<file path="config.mk">
export PLATFORM = sky130hd
export DESIGN_NAME = lacr_regulator
export DESIGN_NICKNAME = d
export VERILOG_FILES = /design/src/lacr_pkg.sv /design/src/lacr_load_filter.sv /design/src/lacr_regulator.sv
export VERILOG_INCLUDE_DIRS = /design/src
export SDC_FILE = /design/constraint.sdc
export NUM_CORES = 1
export LEC_CHECK = 0
export BUFFER_PORTS_ARGS = -buffer_cell sky130_fd_sc_hd__buf_2
export CAP_MARGIN = 20
export CELL_PAD_IN_SITES_DETAIL_PLACEMENT = 1
export CELL_PAD_IN_SITES_GLOBAL_PLACEMENT = 1
export CORE_MARGIN = 3
export CORE_UTILIZATION = 40
export DETAILED_ROUTE_END_ITERATION = 6
export GPL_TIMING_DRIVEN = 0
export PLACE_DENSITY = 0.74
export REMOVE_ABC_BUFFERS = 1
export SETUP_SLACK_MARGIN = 0.4
export SYNTH_ARGS = -nofsm -noshare
export SYNTH_HDL_FRONTEND = slang
export SYNTH_SLANG_ARGS = --single-unit
</file>
<file path="constraint.sdc">
create_clock -name mclk_in -period 8.8 [get_ports mclk_in]
set_clock_uncertainty 0.2 [all_clocks]
set_input_delay 0.44 -clock mclk_in [delete_from_list [all_inputs] [get_ports mclk_in]]
set_output_delay 0.44 -clock mclk_in [all_outputs]
set_load 0.005 [all_outputs]
</file>
<file path="src/lacr_defines.svh">
/*
 Constants for the load adaptive current regulator: widths, reset values, scaling.
 Assumes inclusion by bare name from the package, ahead of the design modules.
*/
`ifndef LACR_DEFINES_SVH
`define LACR_DEFINES_SVH

`define LACR_LOAD_W        10
`define LACR_SCALE_W       5
`define LACR_THR_SHIFT     5
`define LACR_FILT_DEPTH    4
`define LACR_CNT_W         6
`define LACR_SCALE_RST     5'h1f
`define LACR_LOAD_RST      10'h000

`endif

</file>
<file path="src/lacr_pkg.sv">
/*
 Types shared by the regulator files.
 Assumes lacr_defines.svh is on the include path.
*/
`include "lacr_defines.svh"

package lacr_pkg;
   typedef logic [`LACR_LOAD_W-1:0]  lacr_load_t;
   typedef logic [`LACR_SCALE_W-1:0] lacr_scale_t;
   typedef enum logic [1:0] {
      LACR_ST_IDLE   = 2'b00,
      LACR_ST_UPDATE = 2'b01,
      LACR_ST_ADAPT  = 2'b10
   } lacr_state_t;
endpackage

</file>
<file path="src/lacr_load_filter.sv">
/*
 Load result filter: averages four per-fullstep measurements when enabled,
 passes each measurement through otherwise.
 Assumes meas_valid_in is a one-cycle pulse per full step on mclk_in.
*/
`timescale 1ns/100ps

module lacr_load_filter
   import lacr_pkg::*;
(
   input  wire logic              mclk_in,        // System clock
   input  wire logic              rst_n_in,       // Async reset, active low
   input  wire logic              filt_en_in,     // Filter enable
   input  wire logic              meas_valid_in,  // One measurement per full step
   input  wire lacr_pkg::lacr_load_t meas_in,     // Raw measurement
   output logic                   res_valid_out,  // New result pulse
   output lacr_pkg::lacr_load_t   res_out         // Load result
);
   import lacr_pkg::*;

   logic [`LACR_LOAD_W+1:0] sum_r, sum_nxt;
   logic [1:0]              cnt_r, cnt_nxt;
   logic                    vld_r, vld_nxt;
   lacr_load_t              res_r, res_nxt;
   logic [`LACR_LOAD_W+1:0] sum_full;

   always_comb begin
      sum_full = sum_r + {2'b00, meas_in};
      sum_nxt  = sum_r;
      cnt_nxt  = cnt_r;
      vld_nxt  = 1'b0;
      res_nxt  = res_r;
      if (meas_valid_in) begin
         if (filt_en_in) begin
            if (cnt_r == 2'h3) begin
               res_nxt = sum_full[`LACR_LOAD_W+1:2];
               vld_nxt = 1'b1;
               sum_nxt = '0;
               cnt_nxt = 2'h0;
            end else begin
               sum_nxt = sum_full;
               cnt_nxt = cnt_r + 2'h1;
            end
         end else begin
            res_nxt = meas_in;
            vld_nxt = 1'b1;
            sum_nxt = '0;
            cnt_nxt = 2'h0;
         end
      end
   end

   always_ff @(posedge mclk_in or negedge rst_n_in) begin
      if (!rst_n_in) begin
         sum_r <= '0;
         cnt_r <= 2'h0;
         vld_r <= 1'b0;
         res_r <= `LACR_LOAD_RST;
      end else begin
         sum_r <= sum_nxt;
         cnt_r <= cnt_nxt;
         vld_r <= vld_nxt;
         res_r <= res_nxt;
      end
   end

   assign res_valid_out = vld_r;
   assign res_out       = res_r;
endmodule // lacr_load_filter

</file>
<file path="src/lacr_regulator.sv">
/*
 Load adaptive current regulator: takes per-fullstep load measurements,
 optionally filters them, and adapts the coil current scale between a floor
 and the run current setting.
 Assumes the measurement front end and configuration bits are on mclk_in.
*/
// Notes on behaviour
// - The load result is refreshed once per full step with the filter off, and no more often.
// - With the filter enabled the result is the average of four step readings.
// - The load result is 10-bit unsigned; the lower threshold times 32 spans its lower half.
// - The lower threshold is 4-bit and zero turns the regulation off.
// - A result below lower threshold times 32 raises the coil current scale.
// - Upper threshold is (lower + hysteresis + 1) times 32; enough results at or above it lower the scale.
// - Each low result adds 1, 2, 4 or 8 to the scale as the increment field selects.
// - The scale drops by one after 32, 8, 2 or 1 high results as the decrement field selects.
// - The floor is half the run current, or a quarter when the minimum-scale bit is set.
// - The actual scale is a 5-bit status bounded by the run current and the floor.
// - With the filter on, result rate and regulation speed fall by four.
// - Regulation stays between the floor and the run current, never above it.
// - Stall sensitivity is signed, zero neutral, higher values need more torque.
`timescale 1ns/100ps

module lacr_regulator
   import lacr_pkg::*;
#(
   parameter int SENS_W = 7
)(
   input  wire logic                 mclk_in,                  // 200 MHz system clock
   input  wire logic                 rst_n_in,                 // Async reset, active low
   input  wire logic                 fullstep_in,              // Full step pulse
   input  wire lacr_pkg::lacr_load_t raw_load_in,              // Raw load at full step
   input  wire logic                 load_filter_en_in,        // Four-reading filter enable
   input  wire logic [SENS_W-1:0]    stall_sensitivity_in,     // Signed sensitivity
   input  wire logic [3:0]           lower_load_threshold_in,  // Lower threshold, 0 = off
   input  wire logic [3:0]           upper_hysteresis_in,      // Upper threshold offset
   input  wire logic [1:0]           current_increment_width_in, // Increment select
   input  wire logic [1:0]           decrement_reading_count_in, // Decrement count select
   input  wire logic                 min_scale_quarter_in,     // Floor 1/4 when set
   input  wire lacr_pkg::lacr_scale_t run_current_scale_in,    // Run current scale
   output lacr_pkg::lacr_load_t      load_result_out,          // Load result status
   output logic                      load_result_valid_out,    // Load result update pulse
   output lacr_pkg::lacr_scale_t     actual_current_scale_out, // Actual current scale
   output logic signed [SENS_W-1:0]  sensitivity_applied_out   // Sensitivity in use
);
   import lacr_pkg::*;

   // Sensitivity width the logic can serve
   if (SENS_W < 2 || SENS_W > 8) begin : g_sens_w_bad
      $error("SENS_W out of range");
   end

   function automatic logic [5:0] lacr_inc_f(input logic [1:0] sel);
      case (sel)
         2'h0:    lacr_inc_f = 6'h01;
         2'h1:    lacr_inc_f = 6'h02;
         2'h2:    lacr_inc_f = 6'h04;
         default: lacr_inc_f = 6'h08;
      endcase
   endfunction

   function automatic logic [`LACR_CNT_W-1:0] lacr_dec_f(input logic [1:0] sel);
      case (sel)
         2'h0:    lacr_dec_f = 6'h20;
         2'h1:    lacr_dec_f = 6'h08;
         2'h2:    lacr_dec_f = 6'h02;
         default: lacr_dec_f = 6'h01;
      endcase
   endfunction

   lacr_load_t                  filt_res;
   logic                        filt_vld;
   lacr_state_t                 state_r, state_nxt;
   lacr_load_t                  load_r, load_nxt;
   logic                        vld_r, vld_nxt;
   lacr_scale_t                 scale_r, scale_nxt;
   logic [`LACR_CNT_W-1:0]      hcnt_r, hcnt_nxt;
   logic signed [SENS_W-1:0]    sens_r, sens_nxt;
   logic [`LACR_LOAD_W:0]       lo_thr, hi_thr;
   lacr_scale_t                 floor_v;
   logic [5:0]                  sum_v;

   lacr_load_filter lacr_load_filter_i (
      .mclk_in       (mclk_in),
      .rst_n_in      (rst_n_in),
      .filt_en_in    (load_filter_en_in),
      .meas_valid_in (fullstep_in),
      .meas_in       (raw_load_in),
      .res_valid_out (filt_vld),
      .res_out       (filt_res)
   );

   // Thresholds in 11 bits so the upper sum never wraps, plus the 5-bit floor
   always_comb begin
      lo_thr  = {2'h0, lower_load_threshold_in, 5'h00};
      hi_thr  = {({2'h0, lower_load_threshold_in} + {2'h0, upper_hysteresis_in} + 6'h01),
                 5'h00};
      floor_v = min_scale_quarter_in ? (run_current_scale_in >> 2)
                                     : (run_current_scale_in >> 1);
   end

   // Result path: filter pulse, register result, then adapt
   always_comb begin
      state_nxt = state_r;
      load_nxt  = load_r;
      vld_nxt   = 1'b0;
      case (state_r)
         LACR_ST_IDLE: begin
            if (filt_vld) begin
               state_nxt = LACR_ST_UPDATE;
            end
         end
         LACR_ST_UPDATE: begin
            load_nxt  = filt_res;
            vld_nxt   = 1'b1;
            state_nxt = LACR_ST_ADAPT;
         end
         default: begin
            state_nxt = LACR_ST_IDLE;
         end
      endcase
   end

   always_ff @(posedge mclk_in or negedge rst_n_in) begin
      if (!rst_n_in) begin
         state_r <= LACR_ST_IDLE;
         load_r  <= `LACR_LOAD_RST;
         vld_r   <= 1'b0;
      end else begin
         state_r <= state_nxt;
         load_r  <= load_nxt;
         vld_r   <= vld_nxt;
      end
   end

   // Scale adapts one cycle after the result, on the registered value
   always_comb begin
      scale_nxt = scale_r;
      hcnt_nxt  = hcnt_r;
      sum_v     = {1'b0, scale_r} + lacr_inc_f(current_increment_width_in);
      if (state_r == LACR_ST_ADAPT && lower_load_threshold_in != 4'h0) begin
         if ({1'b0, load_r} < lo_thr) begin
            if (sum_v > {1'b0, run_current_scale_in}) begin
               scale_nxt = run_current_scale_in;
            end else begin
               scale_nxt = sum_v[`LACR_SCALE_W-1:0];
            end
            hcnt_nxt = '0;
         end else if ({1'b0, load_r} >= hi_thr) begin
            if (hcnt_r + 6'h01 >= lacr_dec_f(decrement_reading_count_in)) begin
               hcnt_nxt = '0;
               if (scale_r > floor_v) begin
                  scale_nxt = scale_r - 5'h01;
               end
            end else begin
               hcnt_nxt = hcnt_r + 6'h01;
            end
         end
      end
      if (scale_nxt > run_current_scale_in) begin
         scale_nxt = run_current_scale_in;
      end else if (scale_nxt < floor_v) begin
         scale_nxt = floor_v;
      end
      if (lower_load_threshold_in == 4'h0) begin
         scale_nxt = run_current_scale_in;
         hcnt_nxt  = '0;
      end
   end

   always_ff @(posedge mclk_in or negedge rst_n_in) begin
      if (!rst_n_in) begin
         scale_r <= `LACR_SCALE_RST;
         hcnt_r  <= '0;
      end else begin
         scale_r <= scale_nxt;
         hcnt_r  <= hcnt_nxt;
      end
   end

   // Sensitivity only passes through to the front end
   always_comb begin
      // Signed sensitivity passed to front end
      sens_nxt = stall_sensitivity_in;
   end

   always_ff @(posedge mclk_in or negedge rst_n_in) begin
      if (!rst_n_in) begin
         sens_r <= '0;
      end else begin
         sens_r <= sens_nxt;
      end
   end

   assign load_result_out          = load_r;
   assign load_result_valid_out    = vld_r;
   assign actual_current_scale_out = scale_r;
   assign sensitivity_applied_out  = sens_r;
endmodule // lacr_regulator

</file>
==> Word-level counts from Yosys, hierarchy flattened <==
Cells that the tools add are included.
{ "word_totals": {"reg_bits": 56, "input_bits": 39, "output_inout_bits": 23, "wordCells": 75} }
{ "classes": {"muxes": 32, "add_sub_neg": 7, "n_reduce_logical": 10, "magnitude_cmp": 7, "eq_ne": 9} }
{ "ops": {"columns": ["op", "n"], "rows": [
  ["$mux W6", 8],
  ["$mux W5", 9],
  ["$mux W12", 2],
  ["$mux W10", 2],
  ["$pmux W6 S3", 1],
  ["$add A12 B10 Y12", 1],
  ["$pmux W4 S3", 1],
  ["$ge A10 B11 Y1", 1],
  ["$lt A10 B9 Y1", 1],
  ["$eq A2 B2 Y1 const B", 4],
  ["$add A5 B1 Y6 const B", 1],
  ["$add A5 B4 Y6", 1],
  ["$add A6 B1 Y6 const B", 1],
  ["$eq A2 B1 Y1 const B", 3],
  ["$ge A6 B6 Y1", 1],
  ["$gt A6 B5 Y1", 1],
  ["$logic_not A2 Y1", 3],
  ["$mux W2", 3],
  ["$add A4 B4 Y5", 1],
  ["$gt A5 B4 Y1", 1],
  ["$gt A5 B5 Y1", 1],
  ["$lt A5 B4 Y1", 1],
  ["$sub A5 B1 Y5 const B", 1],
  ["$logic_not A4 Y1", 1],
  ["10 further kinds", 15]
]} }

==> Logic depth before layout (Yosys ltp) <==
{ "logic_depth": {"ltp_word": 15, "depth_mapped": 25, "depth_no_buf": 24} }

==> Hierarchy <==
A second synthesis with hierarchy kept.
{ "hier_totals": {"hier_cells": 448, "area_unflattened_um2": 4222.8} }
{ "modules_own_cells": {"columns": ["mod", "seq_area_each_um2", "area_each_um2", "cells_per_inst", "n_inst"], "rows": [
  ["lacr_regulator", 782.0, 2675.1, 286, 1],
  ["lacr_load_filter", 625.6, 1547.7, 162, 1]
]} }

==> Least setup slack after synthesis <==
Ideal clock, no wire load.
{ "synth_timing": {"kind": "input to register", "startpoint": "input lower_load_threshold_in[0]", "endpoint": "register scale_r[3] (netlist: actual_current_scale_out[3])", "stages": 25, "arrival_time_ns": 4.699, "path_slack_ns": 3.807, "path_buffers": 2, "required_ns": 8.506, "path_cell_list": "inv_1 > ha_1 > inv_1 > fa_1 > inv_1 > ha_1 > and3b_1 > a221o_1 > a221oi_2 > or3b_4 > buf_6 > or3_1 > o21ai_1 > a22oi_1 > inv_1 > ha_1 > nor2b_1 > o21a_1 > o21a_1 > o21a_1 > o22ai_1 > and2_1 > buf_1 > nor2_1 > a311oi_1"} }
{ "synth_via": {"elab_chain_cells": 10, "word_cells_on_any_way": 15, "cone_classes": "add/sub: 2; order compare: 4; mux: 6; reduce/logical: 3"} }
{ "synth_rtl": {"columns": ["element", "line", "rtl"], "rows": [
  ["from (decl)", "lacr_regulator.sv:34", "input wire logic [3:0] lower_load_threshold_in,"],
  ["$add A4 B4 Y5", "lacr_regulator.sv:95", "hi_thr = {({2'h0, lower_load_threshold_in} + {2'h0, upper_hysteresis_in} + 6'h01),"],
  ["$add A5 B1 Y6", "lacr_regulator.sv:95", null],
  ["$ge A10 B11 Y1", "lacr_regulator.sv:148", "end else if ({1'b0, load_r} >= hi_thr) begin"],
  ["$mux W5", "lacr_regulator.sv:148", null],
  ["$mux W5", "lacr_regulator.sv:141", "if ({1'b0, load_r} < lo_thr) begin"],
  ["$mux W5", "lacr_regulator.sv:140", "if (state_r == LACR_ST_ADAPT && lower_load_threshold_in != 4'h0) begin"],
  ["$lt A5 B4 Y1", "lacr_regulator.sv:161", "end else if (scale_nxt < floor_v) begin"],
  ["$mux W5", "lacr_regulator.sv:161", null],
  ["$mux W5", "lacr_regulator.sv:159", "if (scale_nxt > run_current_scale_in) begin"],
  ["$mux W5 *", "lacr_regulator.sv:164", "if (lower_load_threshold_in == 4'h0) begin"],
  ["via scale_nxt[3]", "lacr_regulator.sv:75", "lacr_scale_t scale_r, scale_nxt;"],
  ["to (signal assigned)", "lacr_regulator.sv:172", "scale_r <= `LACR_SCALE_RST;"],
  ["to (signal assigned)", "lacr_regulator.sv:175", "scale_r <= scale_nxt;"],
  ["to (decl)", "lacr_regulator.sv:75", null]
]} }
The timed path passes the listed nets; every way through them passes the cells marked *.
A chain may end at the register's enable or synchronous reset.

==> Final worst setup path <==
{ "layout_timing": {"startpoint": "register scale_r[1] (netlist: actual_current_scale_out[1])", "endpoint": "register scale_r[3] (netlist: actual_current_scale_out[3])"} }
{ "layout_via": {"elab_chain_cells": 10, "word_cells_on_any_way": 15, "cone_classes": "add/sub: 2; order compare: 4; mux: 9"} }
{ "layout_rtl": {"columns": ["element", "line"], "rows": [
  ["branches (longest 5 deep; another with $add A5 B4 Y6)", null],
  ["$mux W5 *", "lacr_regulator.sv:140"],
  ["$lt A5 B4 Y1", "lacr_regulator.sv:161"],
  ["$mux W5", "lacr_regulator.sv:161"],
  ["$mux W5 *", "lacr_regulator.sv:159"],
  ["$mux W5 *", "lacr_regulator.sv:164"],
  ["via scale_nxt[3]", "lacr_regulator.sv:75"]
]} }
Mark *: on every way through the listed nets, which the timed path passes.

==> impl_metrics.json <==
{
  "synth_ff_type": "dfrtp_1",
  "layout.nets": 611,
  "drt_iter0_markers": 167,
  "dr_total_vias": 3618,
  "cp_max_fo": 10,
  "clk_pin_slew_ns": 0.11,
  "slowest_delay_ns": 0.64,
  "initial_utilization": 0.419,
  "io_buffers": 61,
  "vdd_drop_max_uv": 111,
  "ant_nets": 0,
  "critPathArrivalTime_ns": 5.72,
  "syn_to_final_growth_pct": 13.8,
  "hold_violations": 0,
  "root_buffer": "clkbuf_8",
  "power_density_mw_per_mm2": 290,
  "track_usage": 0.187,
  "synth_area_leaders": "dfrtp_1 31%, ha_1 15%, nand2_1 4.1%, inv_1 3.8%, mux2_2 3.5%",
  "wl_per_cell_um": 16.5,
  "cp.buffers_inverters": 1,
  "drcViolationCount": 0,
  "path_class": "register to register",
  "num_io_pins": 62,
  "hpwl_um": 8670,
  "die-area_mm2": 0.0117,
  "worstSetupStartpointType": "register",
  "slew_headroom": 0.404,
  "fin_tns_setup_ns": 0,
  "cpMaxStageDelayCell": "dfstp_2",
  "tightest_slew_ns": 0.892,
  "fmax_ghz": 0.176,
  "cts_buffers": 5,
  "grt_pass1_vias": 3702,
  "drive_above_1_share": 0.187,
  "grt_overflow_total": 0,
  "drv_cap": 0,
  "p_leak_uw": 0.00235,
  "grt_max_degree": 31,
  "cp.required_ns": 8.83,
  "syn_avg_cell_area_um2": 9.06,
  "yosysMostFrequentCell": "dfrtp_1",
  "syn_inst": 460,
  "die_width_um": 108,
  "h-tree-depth": 2,
  "synth_edf_count": 0,
  "cts.repair.resized": 0,
  "antenna_cells": 0,
  "ys_warn_count": 0,
  "crit_family": "compound AO/OA/AOI/OAI gates",
  "floorplan.die.height_um": 108,
  "gp_congestion": 0.828,
  "async_flop_share": 1.00,
  "synth_area_mm2": 0.00417,
  "wl_um": 10800,
  "cp_common_cell": "o21a_1",
  "crit_chain": "ha_1 -> a211oi_1 -> nor3b_1 -> nor2_1 -> ha_1 -> o21a_1 -> o31ai_1 -> a21oi_1 -> nor2_1 -> mux2i_1 -> o21ai_1 -> a22oi_1 -> inv_1 -> ha_1 -> nor2b_1 -> o21a_1 -> o21a_1 -> o21a_1 -> o22ai_1 -> and2_1 -> nor2_1 -> a311oi_1",
  "layout_min_cycle_time_ns": 5.69,
  "clkLatencyLatePin_ns": 0.32,
  "worstSetupEndpointType": "register",
  "via_per_inst": 5.54,
  "maxSlewViolCount": 0,
  "cts.sinks": 56,
  "hold_class": "input pin to register",
  "rsz0062_at_grt": "false",
  "fp-row-count": 36,
  "core_mm2": 0.00995,
  "dr.pass1.iters": 4,
  "cts_buffer_depth": 2,
  "hold_ws_ns": 0.0180,
  "grt_pass1_wl_um": 17800,
  "status": "finished, final reports clean",
  "ys_seq_elements": 56,
  "synth.top_cell.area_share": 0.306,
  "cts_tree": "done",
  "finalSetupViolCount": 0,
  "yosysSeqAreaShare": 0.338,
  "finalCritPeriodShare": 0.646,
  "ys_types": 58,
  "synth_common_cells": "51 x dfrtp_1, 50 x ha_1, 45 x nand2_1, 42 x inv_1, 27 x nor2_1",
  "synth_top_area_cell": "dfrtp_1",
  "antenna_found_initial": 0
}
-- state kept, by name, indices dropped and copies added, names as in the netlist --
| register | flops |
|---|---|
| sensitivity_applied_out | 7 |
| load_result_out | 10 |
| hcnt_r | 6 |
| lacr_load_filter_i.res_out | 10 |
| lacr_load_filter_i.cnt_r | 2 |
| lacr_load_filter_i.res_valid_out | 1 |
| lacr_load_filter_i.sum_r | 12 |
| state_r | 2 |
| load_result_valid_out | 1 |
| actual_current_scale_out | 5 |
-- cell families after synthesis --
group                    after synthesis  synth area share
adder cells (fa/ha/maj)               53             0.165
AND/OR/NAND/NOR                      145             0.177
buffers and inverters                 54            0.0504
flip-flops                            56             0.338
XOR/XNOR                              17            0.0357
AO/OA/AOI/OAI                        115             0.183
multiplexers                          20            0.0520
-- area by class of cell --
cell class | count | area [um2]
Multi-Input combinational cell | 350 | 2550
Inverter | 43 | 161
Tap cell | 133 | 166
Clock inverter | 2 | 38.8
Fill cell | 1200 | 5210
Clock buffer | 6 | 82.6
Timing Repair Buffer | 63 | 335
Sequential cell | 56 | 1410
-- power breakdown --
| group | internal (uW) | total [uW] | switching, uW |
|---|---|---|---|
| combinational | 336 | 770 | 433 |
| clock | 93.3 | 182 | 88.4 |
| sequential | 341 | 421 | 80.0 |
| total | 771 | 1370 | 602 |
-- what timing repair did --
action	CTS	global route
buffers inserted	0	0
hold endpoints to repair	26	0
hold buffers	1	0
-- per-layer routing --
metal | up-vias | track usage | wire, um
li1 | 1768 | - | -
met1 | 1799 | 0.244 | 5030
met2 | 46 | 0.328 | 5370
met3 | 5 | 0.0299 | 319
met4 | 0 | 0.0370 | 53
met5 | - | 0 | 0
-- metrics by stage --
| stage | utilization | cells | instance area [um2] | worst slack, ns | power (uW) |
|---|---|---|---|---|---|
| final | 0.476 | 653 | 4740 | 3.11 | 1370 |
| after global routing | 0.476 | 653 | 4740 | 2.81 | 1500 |
| after CTS | 0.476 | 653 | 4740 | 3.13 | 1380 |
| after detailed placement | 0.463 | 644 | 4610 | 2.98 | 1190 |
| after global placement | 0.461 | 643 | 4590 | 3.20 | 1150 |
| after floorplan | - | 449 | 4120 | 3.94 | 957 |
-- worst register-to-register path: cells and delay by family (launching register included) --
family                   cells  cell delay [ns]
AO/OA/AOI/OAI               11             2.21
AND/OR/NAND/NOR              6             1.29
adder cells (fa/ha/maj)      3             0.84
flip-flops                   1             0.64
multiplexers                 1             0.28
buffers and inverters        1             0.13
-- layout by cell type, fill, tap and decap left out, types with 4 or more instances in the layout --
cell type  count
dfrtp_1       51
a21oi_1       25
and3_1         7
nand2b_1       7
o21ai_1       11
nor2_1        27
buf_2         61
nor3_1         6
mux2_2        13
inv_1         42
o21ai_0       13
nor2b_1        9
o22ai_1       14
or3_1          4
ha_1          50
nand2_1       45
xnor2_1       10
and2_1         5
o21a_1         9
a21o_1         9
clkbuf_8       6
nand3_1       17
dfstp_2        5
xor2_1         7
mux2i_1        7
-- final timing paths --
| check | start | end | slack, ns | depth (start not counted) |
|---|---|---|---|---|
| worst max-delay path | actual_current_scale_out[1] | actual_current_scale_out[3] | 3.11 | 22 |
| worst min-delay path | stall_sensitivity_in[2] | sensitivity_applied_out[2] | 0.02 | 1 |
| worst max register to register | actual_current_scale_out[1] | actual_current_scale_out[3] | 3.11 | 22 |
| worst min register to register | state_r[0] | state_r[0] | 0.29 | 1 |
| max in group asynchronous | rst_n_in | actual_current_scale_out[0] | 7.26 | 3 |
| min in group asynchronous | rst_n_in | sensitivity_applied_out[2] | 0.47 | 2 |
Note: power is estimated with default switching activity, not from simulation.
